--- config.mk ---
export PLATFORM = sky130hd
export DESIGN_NAME = igl_top
export DESIGN_NICKNAME = d
export VERILOG_FILES = /design/src/igl_pkg.sv /design/src/igl_gate_if.sv /design/src/igl_hold.sv /design/src/igl_top.sv
export SDC_FILE = /design/constraint.sdc
export NUM_CORES = 1
export LEC_CHECK = 0
export BUFFER_PORTS_ARGS = -buffer_cell sky130_fd_sc_hd__buf_2
export CAP_MARGIN = 20
export CORE_ASPECT_RATIO = 1.2
export CORE_MARGIN = 2
export CORE_UTILIZATION = 45
export DETAILED_ROUTE_END_ITERATION = 16
export PLACE_DENSITY = 0.81
export SLEW_MARGIN = 10
export SYNTH_ARGS = -nofsm -noshare
export SYNTH_HDL_FRONTEND = slang
export SYNTH_HIERARCHICAL = 1
export SYNTH_SLANG_ARGS = --single-unit
export TNS_END_PERCENT = 10
--- constraint.sdc ---
create_clock -name CLK_SYS -period 0.9 [get_ports CLK_SYS]
set_input_delay 0.045 -clock CLK_SYS [delete_from_list [all_inputs] [get_ports CLK_SYS]]
set_output_delay 0.045 -clock CLK_SYS [all_outputs]
set_load 0.02 [all_outputs]
--- src/igl_pkg.sv ---
// Package of shared constants for the input gating latch.
package igl_pkg;

    // =====================================================================
    // Sizes
    // =====================================================================

    // Number of gateable input pins in the default build.
    localparam int unsigned NUM_PINS = 8;

    // =====================================================================
    // Values after reset
    // =====================================================================

    // Synchroniser stages and held data clear to low.
    localparam logic RST_LEVEL = 1'h0;

    // The shared gate pin is released (not driven) while in reset.
    localparam logic RST_PIN_OE_N = 1'h1;

    // Gating is off until the rail is seen high.
    localparam logic RST_GATE = 1'h0;

    // =====================================================================
    // Cycle counts
    // =====================================================================

    // Flip-flops that a pin input passes before any logic reads it.
    localparam int unsigned SYNC_STAGES = 2;

    // Least number of reset edges so that the straps reach the capture flops.
    localparam int unsigned RST_MIN_EDGES = 3;

endpackage

--- src/igl_gate_if.sv ---
// Interface that joins the gate rail control to the per-pin hold stage.
`timescale 1ns/1ps
`default_nettype none

interface igl_gate_if #(
    parameter int unsigned N = igl_pkg::NUM_PINS
);
    // Gate rail, active high, already synchronised.
    logic         gate;
    // Per-pin gating selection held since configuration.
    logic [N-1:0] sel;
    // Live pin values after synchronisation.
    logic [N-1:0] live;
    // Values presented to internal logic.
    logic [N-1:0] data;

    modport ctrl (output gate, output sel, output live, input data);
    modport hold (input gate, input sel, input live, output data);
endinterface

`default_nettype wire

--- src/igl_hold.sv ---
// Per-pin hold stage: passes live values or keeps the last pre-gate value.
`timescale 1ns/1ps
`default_nettype none

module igl_hold #(
    parameter int unsigned N = igl_pkg::NUM_PINS
) (
    // Clock and reset.
    input  wire logic clk,
    input  wire logic rstn,
    // Gate carrier.
    igl_gate_if.hold  gif
);

    logic [N-1:0] held_reg;
    logic [N-1:0] held_next;
    logic [N-1:0] data_reg;
    logic [N-1:0] data_next;
    logic [N-1:0] block_mask;

    // Only selected pins are blocked, and only while the rail is high.
    assign block_mask = gif.sel & {N{gif.gate}};
    // The hold value follows the pin until the rail rises, then freezes.
    assign held_next  = gif.gate ? held_reg : gif.live;
    // Blocked pins see the frozen value, others pass straight on.
    assign data_next  = (held_reg & block_mask) | (gif.live & ~block_mask);
    assign gif.data   = data_reg;

    // Hold and output registers; the hold register never reloads while gated,
    // so toggling on a selected pin does not reach the output net.
    always_ff @(posedge clk) begin
        if (!rstn) begin
            held_reg <= {N{igl_pkg::RST_LEVEL}};
            data_reg <= {N{igl_pkg::RST_LEVEL}};
        end else begin
            held_reg <= held_next;
            data_reg <= data_next;
        end
    end
endmodule

`default_nettype wire

--- src/igl_top.sv ---
// Top of the input gating latch: pin synchronisers, gate rail, shared gate pin.
`timescale 1ns/1ps
`default_nettype none

// Notes on behaviour
// While the gate rail is high, toggling on a selected input does not reach the output.
// On the rail rising, each selected input keeps the value seen just before and holds it.
// Gating is chosen per pin at configuration, and unselected pins always pass through.
// The gate rail can be driven from the outside pin or from internal logic.
// Internal gate control leaves through the one shared gate pin and is read back from it.
// The rail is active high, and with it low every selected pin passes its live value.
module igl_top #(
    parameter int unsigned N = igl_pkg::NUM_PINS
) (
    // Clock and reset.
    input  wire logic         CLK_SYS,
    input  wire logic         RSTN,
    // Gateable data pins.
    input  wire logic [N-1:0] DATA_PIN_IN,
    // Configuration straps, captured while reset is held.
    input  wire logic [N-1:0] GATE_SELECT_CFG,
    input  wire logic         GATE_INTERNAL_CFG,
    // Gate request from internal logic on CLK_SYS.
    input  wire logic         GATE_INTERNAL_REQ,
    // Shared dual-purpose gate pin.
    input  wire logic         INPUT_GATE_ENABLE_PIN_I,
    output var  logic         INPUT_GATE_ENABLE_PIN_O,
    output var  logic         INPUT_GATE_ENABLE_PIN_OE_N,
    // Values for internal logic.
    output var  logic [N-1:0] DATA_OUT,
    output var  logic         GATE_ACTIVE
);

    // =====================================================================
    // Declarations
    // =====================================================================

    logic [N-1:0] data_s1_reg;
    logic [N-1:0] data_s2_reg;
    logic [N-1:0] sel_s1_reg;
    logic [N-1:0] sel_s2_reg;
    logic [N-1:0] sel_reg;
    logic [N-1:0] sel_next;
    logic         int_s1_reg;
    logic         int_s2_reg;
    logic         int_reg;
    logic         int_next;
    logic         gate_s1_reg;
    logic         gate_s2_reg;
    logic         gate_active_reg;
    logic         pin_o_reg;
    logic         pin_o_next;
    logic         pin_oe_n_reg;
    logic         pin_oe_n_next;

    igl_gate_if #(.N(N)) gif ();

    // =====================================================================
    // Configuration capture
    // =====================================================================

    // Straps are synchronised, then frozen at the release of reset. Catching
    // them while reset is low avoids loading a port under reset itself and
    // keeps the selection constant for the whole run.
    assign sel_next = RSTN ? sel_reg : sel_s2_reg;
    assign int_next = RSTN ? int_reg : int_s2_reg;

    always_ff @(posedge CLK_SYS) begin
        sel_s1_reg <= GATE_SELECT_CFG;
        sel_s2_reg <= sel_s1_reg;
        int_s1_reg <= GATE_INTERNAL_CFG;
        int_s2_reg <= int_s1_reg;
    end

    always_ff @(posedge CLK_SYS) begin
        sel_reg <= sel_next;
        int_reg <= int_next;
    end

    // =====================================================================
    // Shared gate pin
    // =====================================================================

    // With internal control chosen the device drives the shared pin itself;
    // otherwise the pin is left to the board. There is no second path into
    // the rail, so both sources meet the same input buffer.
    assign pin_o_next    = int_reg & GATE_INTERNAL_REQ;
    assign pin_oe_n_next = ~int_reg;

    always_ff @(posedge CLK_SYS) begin
        if (!RSTN) begin
            pin_o_reg    <= igl_pkg::RST_LEVEL;
            pin_oe_n_reg <= igl_pkg::RST_PIN_OE_N;
        end else begin
            pin_o_reg    <= pin_o_next;
            pin_oe_n_reg <= pin_oe_n_next;
        end
    end

    assign INPUT_GATE_ENABLE_PIN_O    = pin_o_reg;
    assign INPUT_GATE_ENABLE_PIN_OE_N = pin_oe_n_reg;

    // =====================================================================
    // Pin synchronisers and gate rail
    // =====================================================================

    // Data and rail pass the same two stages, so the rail edge and the data
    // it gates stay aligned; a pin change less than a cycle before the rail
    // may still land on either side of the capture.
    always_ff @(posedge CLK_SYS) begin
        if (!RSTN) begin
            data_s1_reg <= {N{igl_pkg::RST_LEVEL}};
            data_s2_reg <= {N{igl_pkg::RST_LEVEL}};
            gate_s1_reg <= igl_pkg::RST_GATE;
            gate_s2_reg <= igl_pkg::RST_GATE;
        end else begin
            data_s1_reg <= DATA_PIN_IN;
            data_s2_reg <= data_s1_reg;
            gate_s1_reg <= INPUT_GATE_ENABLE_PIN_I;
            gate_s2_reg <= gate_s1_reg;
        end
    end

    // Rail status, aligned with the data output.
    always_ff @(posedge CLK_SYS) begin
        if (!RSTN) begin
            gate_active_reg <= igl_pkg::RST_GATE;
        end else begin
            gate_active_reg <= gate_s2_reg;
        end
    end

    assign GATE_ACTIVE = gate_active_reg;

    // =====================================================================
    // Hold stage
    // =====================================================================

    assign gif.gate = gate_s2_reg;
    assign gif.sel  = sel_reg;
    assign gif.live = data_s2_reg;

    igl_hold #(
        .N    (N)
    ) u_hold (
        .clk  (CLK_SYS),
        .rstn (RSTN),
        .gif  (gif)
    );

    assign DATA_OUT = gif.data;
endmodule

`default_nettype wire

==> results.ini, run 1 <==
[status]
status=complete, no violations

[power]
pwr-share-comb=0.054
seqPwrFrac=0.581
power.internal_mw=4.19
p_sw_mw=1.10
swShare=0.207
power_density_nw_per_um2=2140
p_clk_frac=0.365
leakage_nw=1.07
vdd_drop_max_mv=1.39
p_total_mw=5.29

[floorplanning]
rows=25
core_um2=3940
initial_core_util=0.472
fp.dieH_um=74.4
die-area_um2=4670
die_w_um=62.7
io_pins=32

[final_layout]
drive_above_1_share=0.244
antennaDiodeCount=0
fin_cells=259
area.growth.synth_to_final_pct=32.5
register_area_um2=1380
nFillCells=317
multi_input_area_um2=434
fin_nets=221

[sta]
hold_violations=0
fmax_mhz=1130
fin_crit_ps=888
rsz0062_at_grt=true
slew_violations=0
setup_viol=0
finalClockSkew_ps=7.64
max_slew_margin=0.735
min_period_over_period=0.987
worst_pin_slew_ps=396
fin_setup_tns_ps=0

[route]
drc=0
vias=1114
wl_um=3050
drt_iter0_markers=28
dr.pass1.iters=4
detail-route-antenna-nets=0
avgViaCountPerCell=4.30
wl_per_cell_um=11.8

[worst_setup_path]
cp.required_ps=1110
max_stage_delay_ps=390
r2r_setup_slack_ps=10
cp_cell_sequence=clkbuf_16, mux2i_1, nor2b_1
cp_max_fo=4
cp-start-kind=flip-flop
path_class=flip-flop to flip-flop
critPathTopFamily=flip-flops
crit_arrival_ps=1100
crit_path_top_delay_cell=dfxtp_4
crit_buf_inv=1
end_kind=flip-flop

[clock_tree]
cts.clk_slew.worst_paths_ps=60
clock_path_buffers=2
ctsRootBufferMaster=clkbuf_8
post_cts_buffers=0
cts-htree-levels=3
cts_tree=done
clock-sinks=64
numCtsBuffers=9
clk-insertion-delay-late_ps=320

[synthesis]
synth-warning-count=6
seq_area_frac_synth=0.737
syn_inst=140
ys_seq_elements=64
synth_nets=161
postSynthAreaPerCell_um2=13.3
mappedNetlistArea_um2=1860
synth_cell_type_count=12

[hold_path]
worstHoldPathType=input port to flip-flop

[grt]
grt_antenna_before_repair=0
grt_pass1_vias=1101
grt_usage=0.137
grt_start_max_net_pins=38
grt_pass1_wl_um=4560
overflow=0

[place]
io_buffers=31
placedCellCount=222
post-dp-hpwl_um=1610
finalWeightedCongestion=0.709

[run]
maxCapViolCount=0

==> worst reg2reg max path: stages, from the launching register on <==
cell and delay (ps):
dfxtp_4 390, clkbuf_16 160, mux2i_1 180, nor2b_1 60
==> per-layer routing <==
metal,track usage,vias to the layer above,part of all wire
li1,-,565,-
met5,0,-,0
met3,0.0681,4,0.048
met2,0.262,31,0.55
met4,0.0815,0,0.014
met1,0.115,514,0.39
==> cell type report <==
cell class,instances,area share
clock buffers,14,0.0578
clock inverters,2,0.00406
inverters,1,0.00152
multi-input cells,69,0.176
flip-flops and latches,64,0.558
well taps,54,0.0274
repair buffers,55,0.176
==> power groups by stage <==
stage	Clock [mW]	Combinational [mW]	Sequential [mW]
2_1_floorplan	0	0.112	3.14
3_3_place_gp	0	0.196	3.13
3_5_place_dp	0	0.202	3.13
4_1_cts	1.97	0.265	3.07
5_1_grt	2.10	0.314	3.08
6_report	1.93	0.287	3.07
==> logic make-up (layout without fill, tap and decap cells) <==
| family | after synthesis | in the layout | share of synthesized area |
|---|---|---|---|
| buffers and inverters | 7 | 72 | 0.0323 |
| muxes | 16 | 16 | 0.0861 |
| and+or+nand+nor | 53 | 53 | 0.145 |
| DFF | 64 | 64 | 0.737 |
==> synth_stat cells, drive strengths merged <==
cell type	number	area share
dfxtp	55	0.59
edfxtp	9	0.15
and3	1	0.0034
and2	19	0.064
nor2b	8	0.027
nand2	25	0.050
inv	1	0.0020
mux2i	16	0.086
buf	6	0.030
==> layout by cell type (no fill, tap or decap), types with 2 or more instances in the layout <==
| master | n |
|---|---|
| and2_1 | 19 |
| buf_2 | 30 |
| buf_4 | 3 |
| clkbuf_1 | 5 |
| clkbuf_16 | 2 |
| clkbuf_8 | 9 |
| clkinv_2 | 2 |
| dfxtp_1 | 54 |
| dlygate4sd3_1 | 19 |
| edfxtp_1 | 9 |
| mux2i_1 | 16 |
| nand2_1 | 23 |
| nand2_2 | 2 |
| nor2b_1 | 8 |
==> metrics by stage <==
step	worst slack (ps)	area (µm²)	hold WS (ps)	utilization
5_1_grt	-22.7	2470	111	0.626
6_report	11.6	2470	114	0.626
2_1_floorplan	2.18	1860	72.7	-
4_1_cts	22.5	2400	98.8	0.610
3_5_place_dp	21.8	2060	149	0.523
3_3_place_gp	53.7	2060	147	0.523
==> worst paths after layout <==
kind | start | to | cells after the start
setup / recovery | gate_s2_reg | u_hold/held_reg[3] | 3
hold / removal | RSTN | gate_s2_reg | 3
setup reg to reg | gate_s2_reg | u_hold/held_reg[3] | 3
hold reg to reg | sel_s1_reg[5] | sel_s2_reg[5] | 0
==> what timing repair did <==
item / 4_1_cts / 5_1_grt
resized for setup: 0 / 5
hold buffers: 19 / 0
endpoints found under the hold margin: 19 / 0
endpoints found under the setup margin: 0 / 10
No activity file was read; power rests on OpenSTA's default activity.
==> inputs of run 2 (changes only) <==
--- a/config.mk
+++ b/config.mk
@@ -5,13 +5,14 @@
 export SDC_FILE = /design/constraint.sdc
 export NUM_CORES = 1
 export LEC_CHECK = 0
-export BUFFER_PORTS_ARGS = -buffer_cell sky130_fd_sc_hd__buf_2
-export CAP_MARGIN = 20
+export CAP_MARGIN = 15
 export CORE_ASPECT_RATIO = 1.2
 export CORE_MARGIN = 2
 export CORE_UTILIZATION = 45
+export CTS_BUF_LIST = sky130_fd_sc_hd__clkbuf_8
 export DETAILED_ROUTE_END_ITERATION = 16
-export PLACE_DENSITY = 0.81
+export DONT_BUFFER_PORTS = 1
+export PLACE_DENSITY = 0.74
 export SLEW_MARGIN = 10
 export SYNTH_ARGS = -nofsm -noshare
 export SYNTH_HDL_FRONTEND = slang
==> run 2 against run 1 <==
  * The flow now finishes with violations (hold timing)
  * First-iteration DRC count down 3.6%
  * Critical path depth unchanged
  * Die area unchanged
  * Sequential share of layout area up 5.1 points
  * Core utilization down 5.4 points
  * Combinational power down 44%
  * Hold slack worse by 310 ps
  * Sequential cell count unchanged
  * Global-route usage down 1.2 points
  * Critical path type unchanged
==> results.ini, run 2 (synthesis gave the netlist of run 1 again) <==
[status]
status=finished, violations left  ; was complete, no violations
violations=hold timing

[sta]
rsz0062_at_grt=true  ; unchanged
worst_pin_slew_ps=364  ; was 396 ps
hold_violations=28  ; was 0
finalClockSkew_ps=6.39  ; was 7.64 ps
slew_violations=0  ; unchanged
setup_viol=0  ; unchanged
fin_crit_ps=867  ; was 888 ps
layout_setup_ws_ps=32.9  ; was 11.6 ps
fin_hold_ws_ps=-199  ; was 114 ps
min_period_over_period=0.963  ; was 0.987
fmax_mhz=1150  ; was 1130 MHz
max_slew_margin=0.757  ; was 0.735

[hold_path]
worstHoldPathType=input port to flip-flop  ; unchanged
whs_endpoint=INPUT_GATE_ENABLE_PIN_OE_N  ; was gate_s2_reg
min-delay-start=RSTN  ; unchanged
hold_path_depth=1  ; was 3

[route]
detail-route-antenna-nets=0  ; unchanged
wl_per_cell_um=11.2  ; was 11.8 µm
avgViaCountPerCell=4.25  ; was 4.30
vias=952  ; was 1114
dr.pass1.iters=4  ; unchanged
drc=0  ; unchanged
drt_iter0_markers=27  ; was 28
wl_um=2500  ; was 3050 µm

[power]
power.internal_mw=4.24  ; was 4.19 mW
power_density_nw_per_um2=2340  ; was 2140 nW/µm²
seqPwrFrac=0.586  ; was 0.581
vdd_drop_max_mv=1.19  ; was 1.39 mV
pwr-share-comb=0.031  ; was 0.054
p_clk_frac=0.384  ; was 0.365
p_sw_mw=1.04  ; was 1.10 mW
leakage_nw=0.934  ; was 1.07 nW
swShare=0.196  ; was 0.207

[worst_setup_path]
crit_arrival_ps=1080  ; was 1100 ps
r2r_setup_slack_ps=30  ; was 10 ps
critPathTopFamily=flip-flops  ; unchanged
cp_cell_sequence=buf_12, mux2i_1, nor2b_1  ; was clkbuf_16, mux2i_1, nor2b_1
end_kind=flip-flop  ; unchanged
reg2reg_to=u_hold/held_reg[6]  ; was u_hold/held_reg[3]
cp.required_ps=1110  ; about the same
crit_buf_inv=1  ; unchanged
crit_path_top_delay_cell=dfxtp_2  ; was dfxtp_4
path_class=flip-flop to flip-flop  ; unchanged
reg2reg_depth=3  ; unchanged
max_stage_delay_ps=340  ; was 390 ps
cp-start-kind=flip-flop  ; unchanged
reg2reg_from=gate_s2_reg  ; unchanged
cp_max_fo=17  ; was 4

[clock_tree]
numCtsBuffers=9  ; unchanged
cts_tree=done  ; unchanged
cts.clk_slew.worst_paths_ps=60  ; about the same
post_cts_buffers=0  ; unchanged
clk-insertion-delay-late_ps=320  ; about the same
clock_path_buffers=2  ; unchanged
cts-htree-levels=3  ; unchanged
cts_hold_buf=19  ; unchanged
ctsRootBufferMaster=clkbuf_8  ; unchanged
clock-sinks=64  ; unchanged

[floorplanning]
fp.dieH_um=74.4  ; unchanged
io_pins=32  ; unchanged
rows=25  ; unchanged
initial_core_util=0.472  ; unchanged
core_um2=3940  ; unchanged
die_w_um=62.7  ; unchanged
die-area_um2=4670  ; unchanged

[final_layout]
most-common-layout-cells=54 x dfxtp_1, 25 x nand2_1, 19 x and2_1, 19 x dlygate4sd3_1, 16 x mux2i_1  ; was 54 x dfxtp_1, 30 x buf_2, 23 x nand2_1, 19 x and2_1, 19 x dlygate4sd3_1
fin_nets=186  ; was 221
layout_commonest_cell=dfxtp_1  ; unchanged
area.growth.synth_to_final_pct=21.2  ; was 32.5%
antennaDiodeCount=0  ; unchanged
nFillCells=340  ; was 317
drive_above_1_share=0.0824  ; was 0.244

[grt]
overflow=0  ; unchanged
grt_pass1_vias=965  ; was 1101
grt_start_max_net_pins=47  ; was 38
grt_antenna_before_repair=0  ; unchanged
grt_usage=0.125  ; was 0.137
grt_pass1_wl_um=4110  ; was 4560 µm

[place]
pre_cts_slack_ps=7.83  ; was 21.8 ps
post-dp-hpwl_um=1620  ; was 1610 µm
io_buffers=0  ; was 31
finalWeightedCongestion=0.797  ; was 0.709

[run]
maxCapViolCount=0  ; unchanged

## run 2: cell types whose count changed in the layout (fill, tap and decap cells not counted), moves of 2 or more
| cell | before | now |
|---|---|---|
| nand2_2 | 2 | 0 |
| buf_2 | 30 | 0 |
| nand2_1 | 23 | 25 |
| inv_1 | 1 | 5 |
| buf_4 | 3 | 0 |
| clkbuf_16 | 2 | 0 |
| clkbuf_1 | 5 | 0 |
| clkbuf_8 | 9 | 11 |
## run 2: cell type report
type,count,area (µm²),share of cell area
inverters,1,3.75,0.00166
well taps,54,67.6,0.0300
repair buffers,20,210,0.0932
flip-flops and latches,64,1370,0.609
clock buffers,11,151,0.0671
clock inverters,5,20.0,0.00888
multi-input cells,69,429,0.190
## run 2: worst max-delay path by stage
stage	from	end	slack, ps	cells after the start
3_3_place_gp	gate_s2_reg	u_hold/held_reg[0]	60	3
4_1_cts	gate_s2_reg	u_hold/held_reg[6]	7	3
3_5_place_dp	gate_s2_reg	u_hold/held_reg[4]	8	3
5_1_grt	gate_s2_reg	u_hold/held_reg[6]	-20	3
6_report	gate_s2_reg	u_hold/held_reg[6]	30	3
2_1_floorplan	gate_s2_reg	u_hold/held_reg[0]	2	4
## run 2: power groups by stage
stage / clock network, mW / registers, mW / logic [mW]
after floorplan: 0 / 3.14 / 0.112
after global placement: 0 / 3.15 / 0.0961
after detailed placement: 0 / 3.16 / 0.0997
after CTS: 2.07 / 3.09 / 0.162
after global routing: 2.22 / 3.10 / 0.178
final: 2.03 / 3.09 / 0.162
## run 2: timing repair
action	in CTS	in global routing
hold endpoints to repair	46	28
endpoints found under the setup margin	2	5
gates resized for setup	1	0
## run 2: routing by layer
layer	global-route usage	wire (µm)
met5	0	0
met4	0.0963	51
met3	0.0711	172
met2	0.201	1290
met1	0.120	989
## run 2: per-stage QoR
| step | utilization | power [mW] | instances | area, µm² | TNS (ps) |
|---|---|---|---|---|---|
| 2_1_floorplan | - | 3.25 | 140 | 1860 | 0 |
| 3_3_place_gp | 0.480 | 3.25 | 189 | 1890 | 0 |
| 3_5_place_dp | 0.480 | 3.26 | 189 | 1890 | 0 |
| 4_1_cts | 0.572 | 5.33 | 224 | 2250 | 0 |
| 5_1_grt | 0.572 | 5.50 | 224 | 2250 | -29.6 |
| 6_report | 0.572 | 5.28 | 224 | 2250 | 0 |
## run 2: worst register-to-register path, stage by stage, from the launching register on
cell and delay [ps]:
dfxtp_2 340, buf_12 150, mux2i_1 210, nor2b_1 70
==> inputs of run 3 (changes only) <==
--- a/config.mk
+++ b/config.mk
@@ -8,11 +8,11 @@
 export CAP_MARGIN = 15
 export CORE_ASPECT_RATIO = 1.2
 export CORE_MARGIN = 2
-export CORE_UTILIZATION = 45
+export CORE_UTILIZATION = 35
 export CTS_BUF_LIST = sky130_fd_sc_hd__clkbuf_8
 export DETAILED_ROUTE_END_ITERATION = 16
 export DONT_BUFFER_PORTS = 1
-export PLACE_DENSITY = 0.74
+export PLACE_DENSITY = 0.63
 export SLEW_MARGIN = 10
 export SYNTH_ARGS = -nofsm -noshare
 export SYNTH_HDL_FRONTEND = slang
==> run 3 against run 2 <==
  * The flow still finishes with violations (hold timing)
  * Fmax decreased by 0.51%
  * Count of clock-buffer cells in the layout shrank 1
  * Hold slack worse by 8.6 ps
  * Sequential power barely moved
  * Clock skew down 0.91 ps
  * Routed wire length increased by 3.9%
  * Register-to-register slack about the same
  * Total power is 0.76% lower
  * Core utilization shrank 14 points
  * Critical endpoint is now u_hold/held_reg[1]
==> results.ini, run 3 (synthesis gave the netlist of run 1 again) <==
[status]
status=finished, violations left  ; unchanged
violations=hold timing  ; unchanged

[power]
leakage_nw=0.931  ; was 0.934 nW
vdd_drop_max_mv=1.60  ; was 1.19 mV
power_density_nw_per_um2=2310  ; was 2340 nW/µm²

[final_layout]
nFillCells=501  ; was 340
drive_above_1_share=0.0936  ; was 0.0824
fin_cells=233  ; was 224
postLayoutCellArea_um2=2270  ; was 2250 µm²
antennaDiodeCount=0  ; unchanged
area.growth.synth_to_final_pct=21.9  ; was 21.2%
most-common-layout-cells=54 x dfxtp_1, 25 x nand2_1, 19 x and2_1, 19 x dlygate4sd3_1, 16 x mux2i_1  ; unchanged
layout_commonest_cell=dfxtp_1  ; unchanged
fin_nets=187  ; was 186

[run]
maxCapViolCount=0  ; unchanged

[grt]
overflow=0  ; unchanged
grt_pass1_wl_um=4170  ; was 4110 µm
grt_pass1_vias=937  ; was 965
grt_usage=0.0977  ; was 0.125
grt_start_max_net_pins=47  ; unchanged
grt_antenna_before_repair=0  ; unchanged

[hold_path]
hold_path_depth=1  ; unchanged
worstHoldPathType=input port to flip-flop  ; unchanged
min-delay-start=RSTN  ; unchanged
whs_endpoint=INPUT_GATE_ENABLE_PIN_OE_N  ; unchanged

[floorplanning]
fp.dieH_um=83.9  ; was 74.4 µm
core_um2=5230  ; was 3940 µm²
die_w_um=70.6  ; was 62.7 µm
initial_core_util=0.356  ; was 0.472
io_pins=32  ; unchanged
rows=29  ; was 25
die-area_um2=5920  ; was 4670 µm²

[clock_tree]
clk-insertion-delay-late_ps=330  ; was 320 ps
cts_tree=done  ; unchanged
clock-sinks=64  ; unchanged
clock_path_buffers=2  ; unchanged
ctsRootBufferMaster=clkbuf_8  ; unchanged
cts-htree-levels=3  ; unchanged
cts_hold_buf=19  ; unchanged
cts.clk_slew.worst_paths_ps=60  ; about the same
numCtsBuffers=9  ; unchanged

[sta]
min_period_over_period=0.968  ; was 0.963
setup_viol=0  ; unchanged
hold_violations=28  ; unchanged
finalClockSkew_ps=5.48  ; was 6.39 ps
rsz0062_at_grt=true  ; unchanged
fmax_mhz=1150  ; about the same
worst_pin_slew_ps=373  ; was 364 ps
max_slew_margin=0.751  ; was 0.757
fin_hold_ws_ps=-208  ; was -199 ps
fin_setup_tns_ps=0  ; unchanged
slew_violations=0  ; unchanged
fin_crit_ps=872  ; was 867 ps

[route]
vias=978  ; was 952
dr.pass1.iters=4  ; unchanged
detail-route-antenna-nets=0  ; unchanged
wl_per_cell_um=11.1  ; was 11.2 µm
wl_um=2600  ; was 2500 µm
drc=0  ; unchanged
drt_iter0_markers=17  ; was 27
avgViaCountPerCell=4.20  ; was 4.25

[worst_setup_path]
crit_arrival_ps=1090  ; was 1080 ps
path_class=flip-flop to flip-flop  ; unchanged
cp.required_ps=1120  ; was 1110 ps
end_kind=flip-flop  ; unchanged
reg2reg_to=u_hold/held_reg[1]  ; was u_hold/held_reg[6]
reg2reg_depth=3  ; unchanged
cp-start-kind=flip-flop  ; unchanged
cp-startpoint=gate_s2_reg  ; unchanged
reg2reg_from=gate_s2_reg  ; unchanged
r2r_setup_slack_ps=30  ; about the same
cp_max_fo=14  ; was 17

[place]
place_area_um2=1910  ; was 1890 µm²
io_buffers=0  ; unchanged
placedCellCount=198  ; was 189
finalWeightedCongestion=0.761  ; was 0.797

## run 3: area by class of cell
class | instances | area (µm²) | area share
well taps | 62 | 77.6 | 0.0342
flip-flops and latches | 64 | 1370 | 0.605
clock inverters | 6 | 28.8 | 0.0127
multi-input cells | 69 | 429 | 0.189
repair buffers | 21 | 218 | 0.0960
clock buffers | 10 | 138 | 0.0607
inverters | 1 | 3.75 | 0.00166
## run 3: worst max-delay path by stage
stage,slack [ps],end
after CTS,30,u_hold/held_reg[3]
after global placement,50,u_hold/held_reg[1]
after floorplan,2,u_hold/held_reg[0]
after detailed placement,-2,u_hold/held_reg[1]
after global routing,-4,u_hold/held_reg[1]
final,30,u_hold/held_reg[1]
## run 3: worst max-delay path: stages (launching register included)
cell and delay (ps):
dfxtp_2 350, buf_12 150, mux2i_1 200, nor2b_1 60
## run 3: stage by stage
stage	worst slack [ps]	hold WS (ps)	power (mW)	utilization
floorplan	2.18	72.7	3.25	-
global placement	47.2	72.8	3.25	0.365
detailed placement	-2.05	72.8	3.26	0.365
CTS	27.3	-229	5.32	0.434
global route	-3.70	-223	5.47	0.434
finish	28.5	-208	5.24	0.434
## run 3: where the power goes
part | switching, mW | internal (mW)
registers | 0.0605 | 3.03
logic | 0.0532 | 0.112
clock network | 0.952 | 1.03
total | 1.07 | 4.17
## run 3: repair_timing
action,in CTS,in global routing
setup endpoints to repair,5,1
cloned,0,0
endpoints found under the hold margin,46,28
resized for setup,1,0
buffers inserted,0,0
## run 3: per-layer routing
metal  up-vias  GRT usage  wire length [µm]
met5         -          0                 0
met4         0     0.0720                92
met3         8     0.0507               138
met2        25      0.156              1320
met1       445     0.0949              1050
li1        500          -                 -
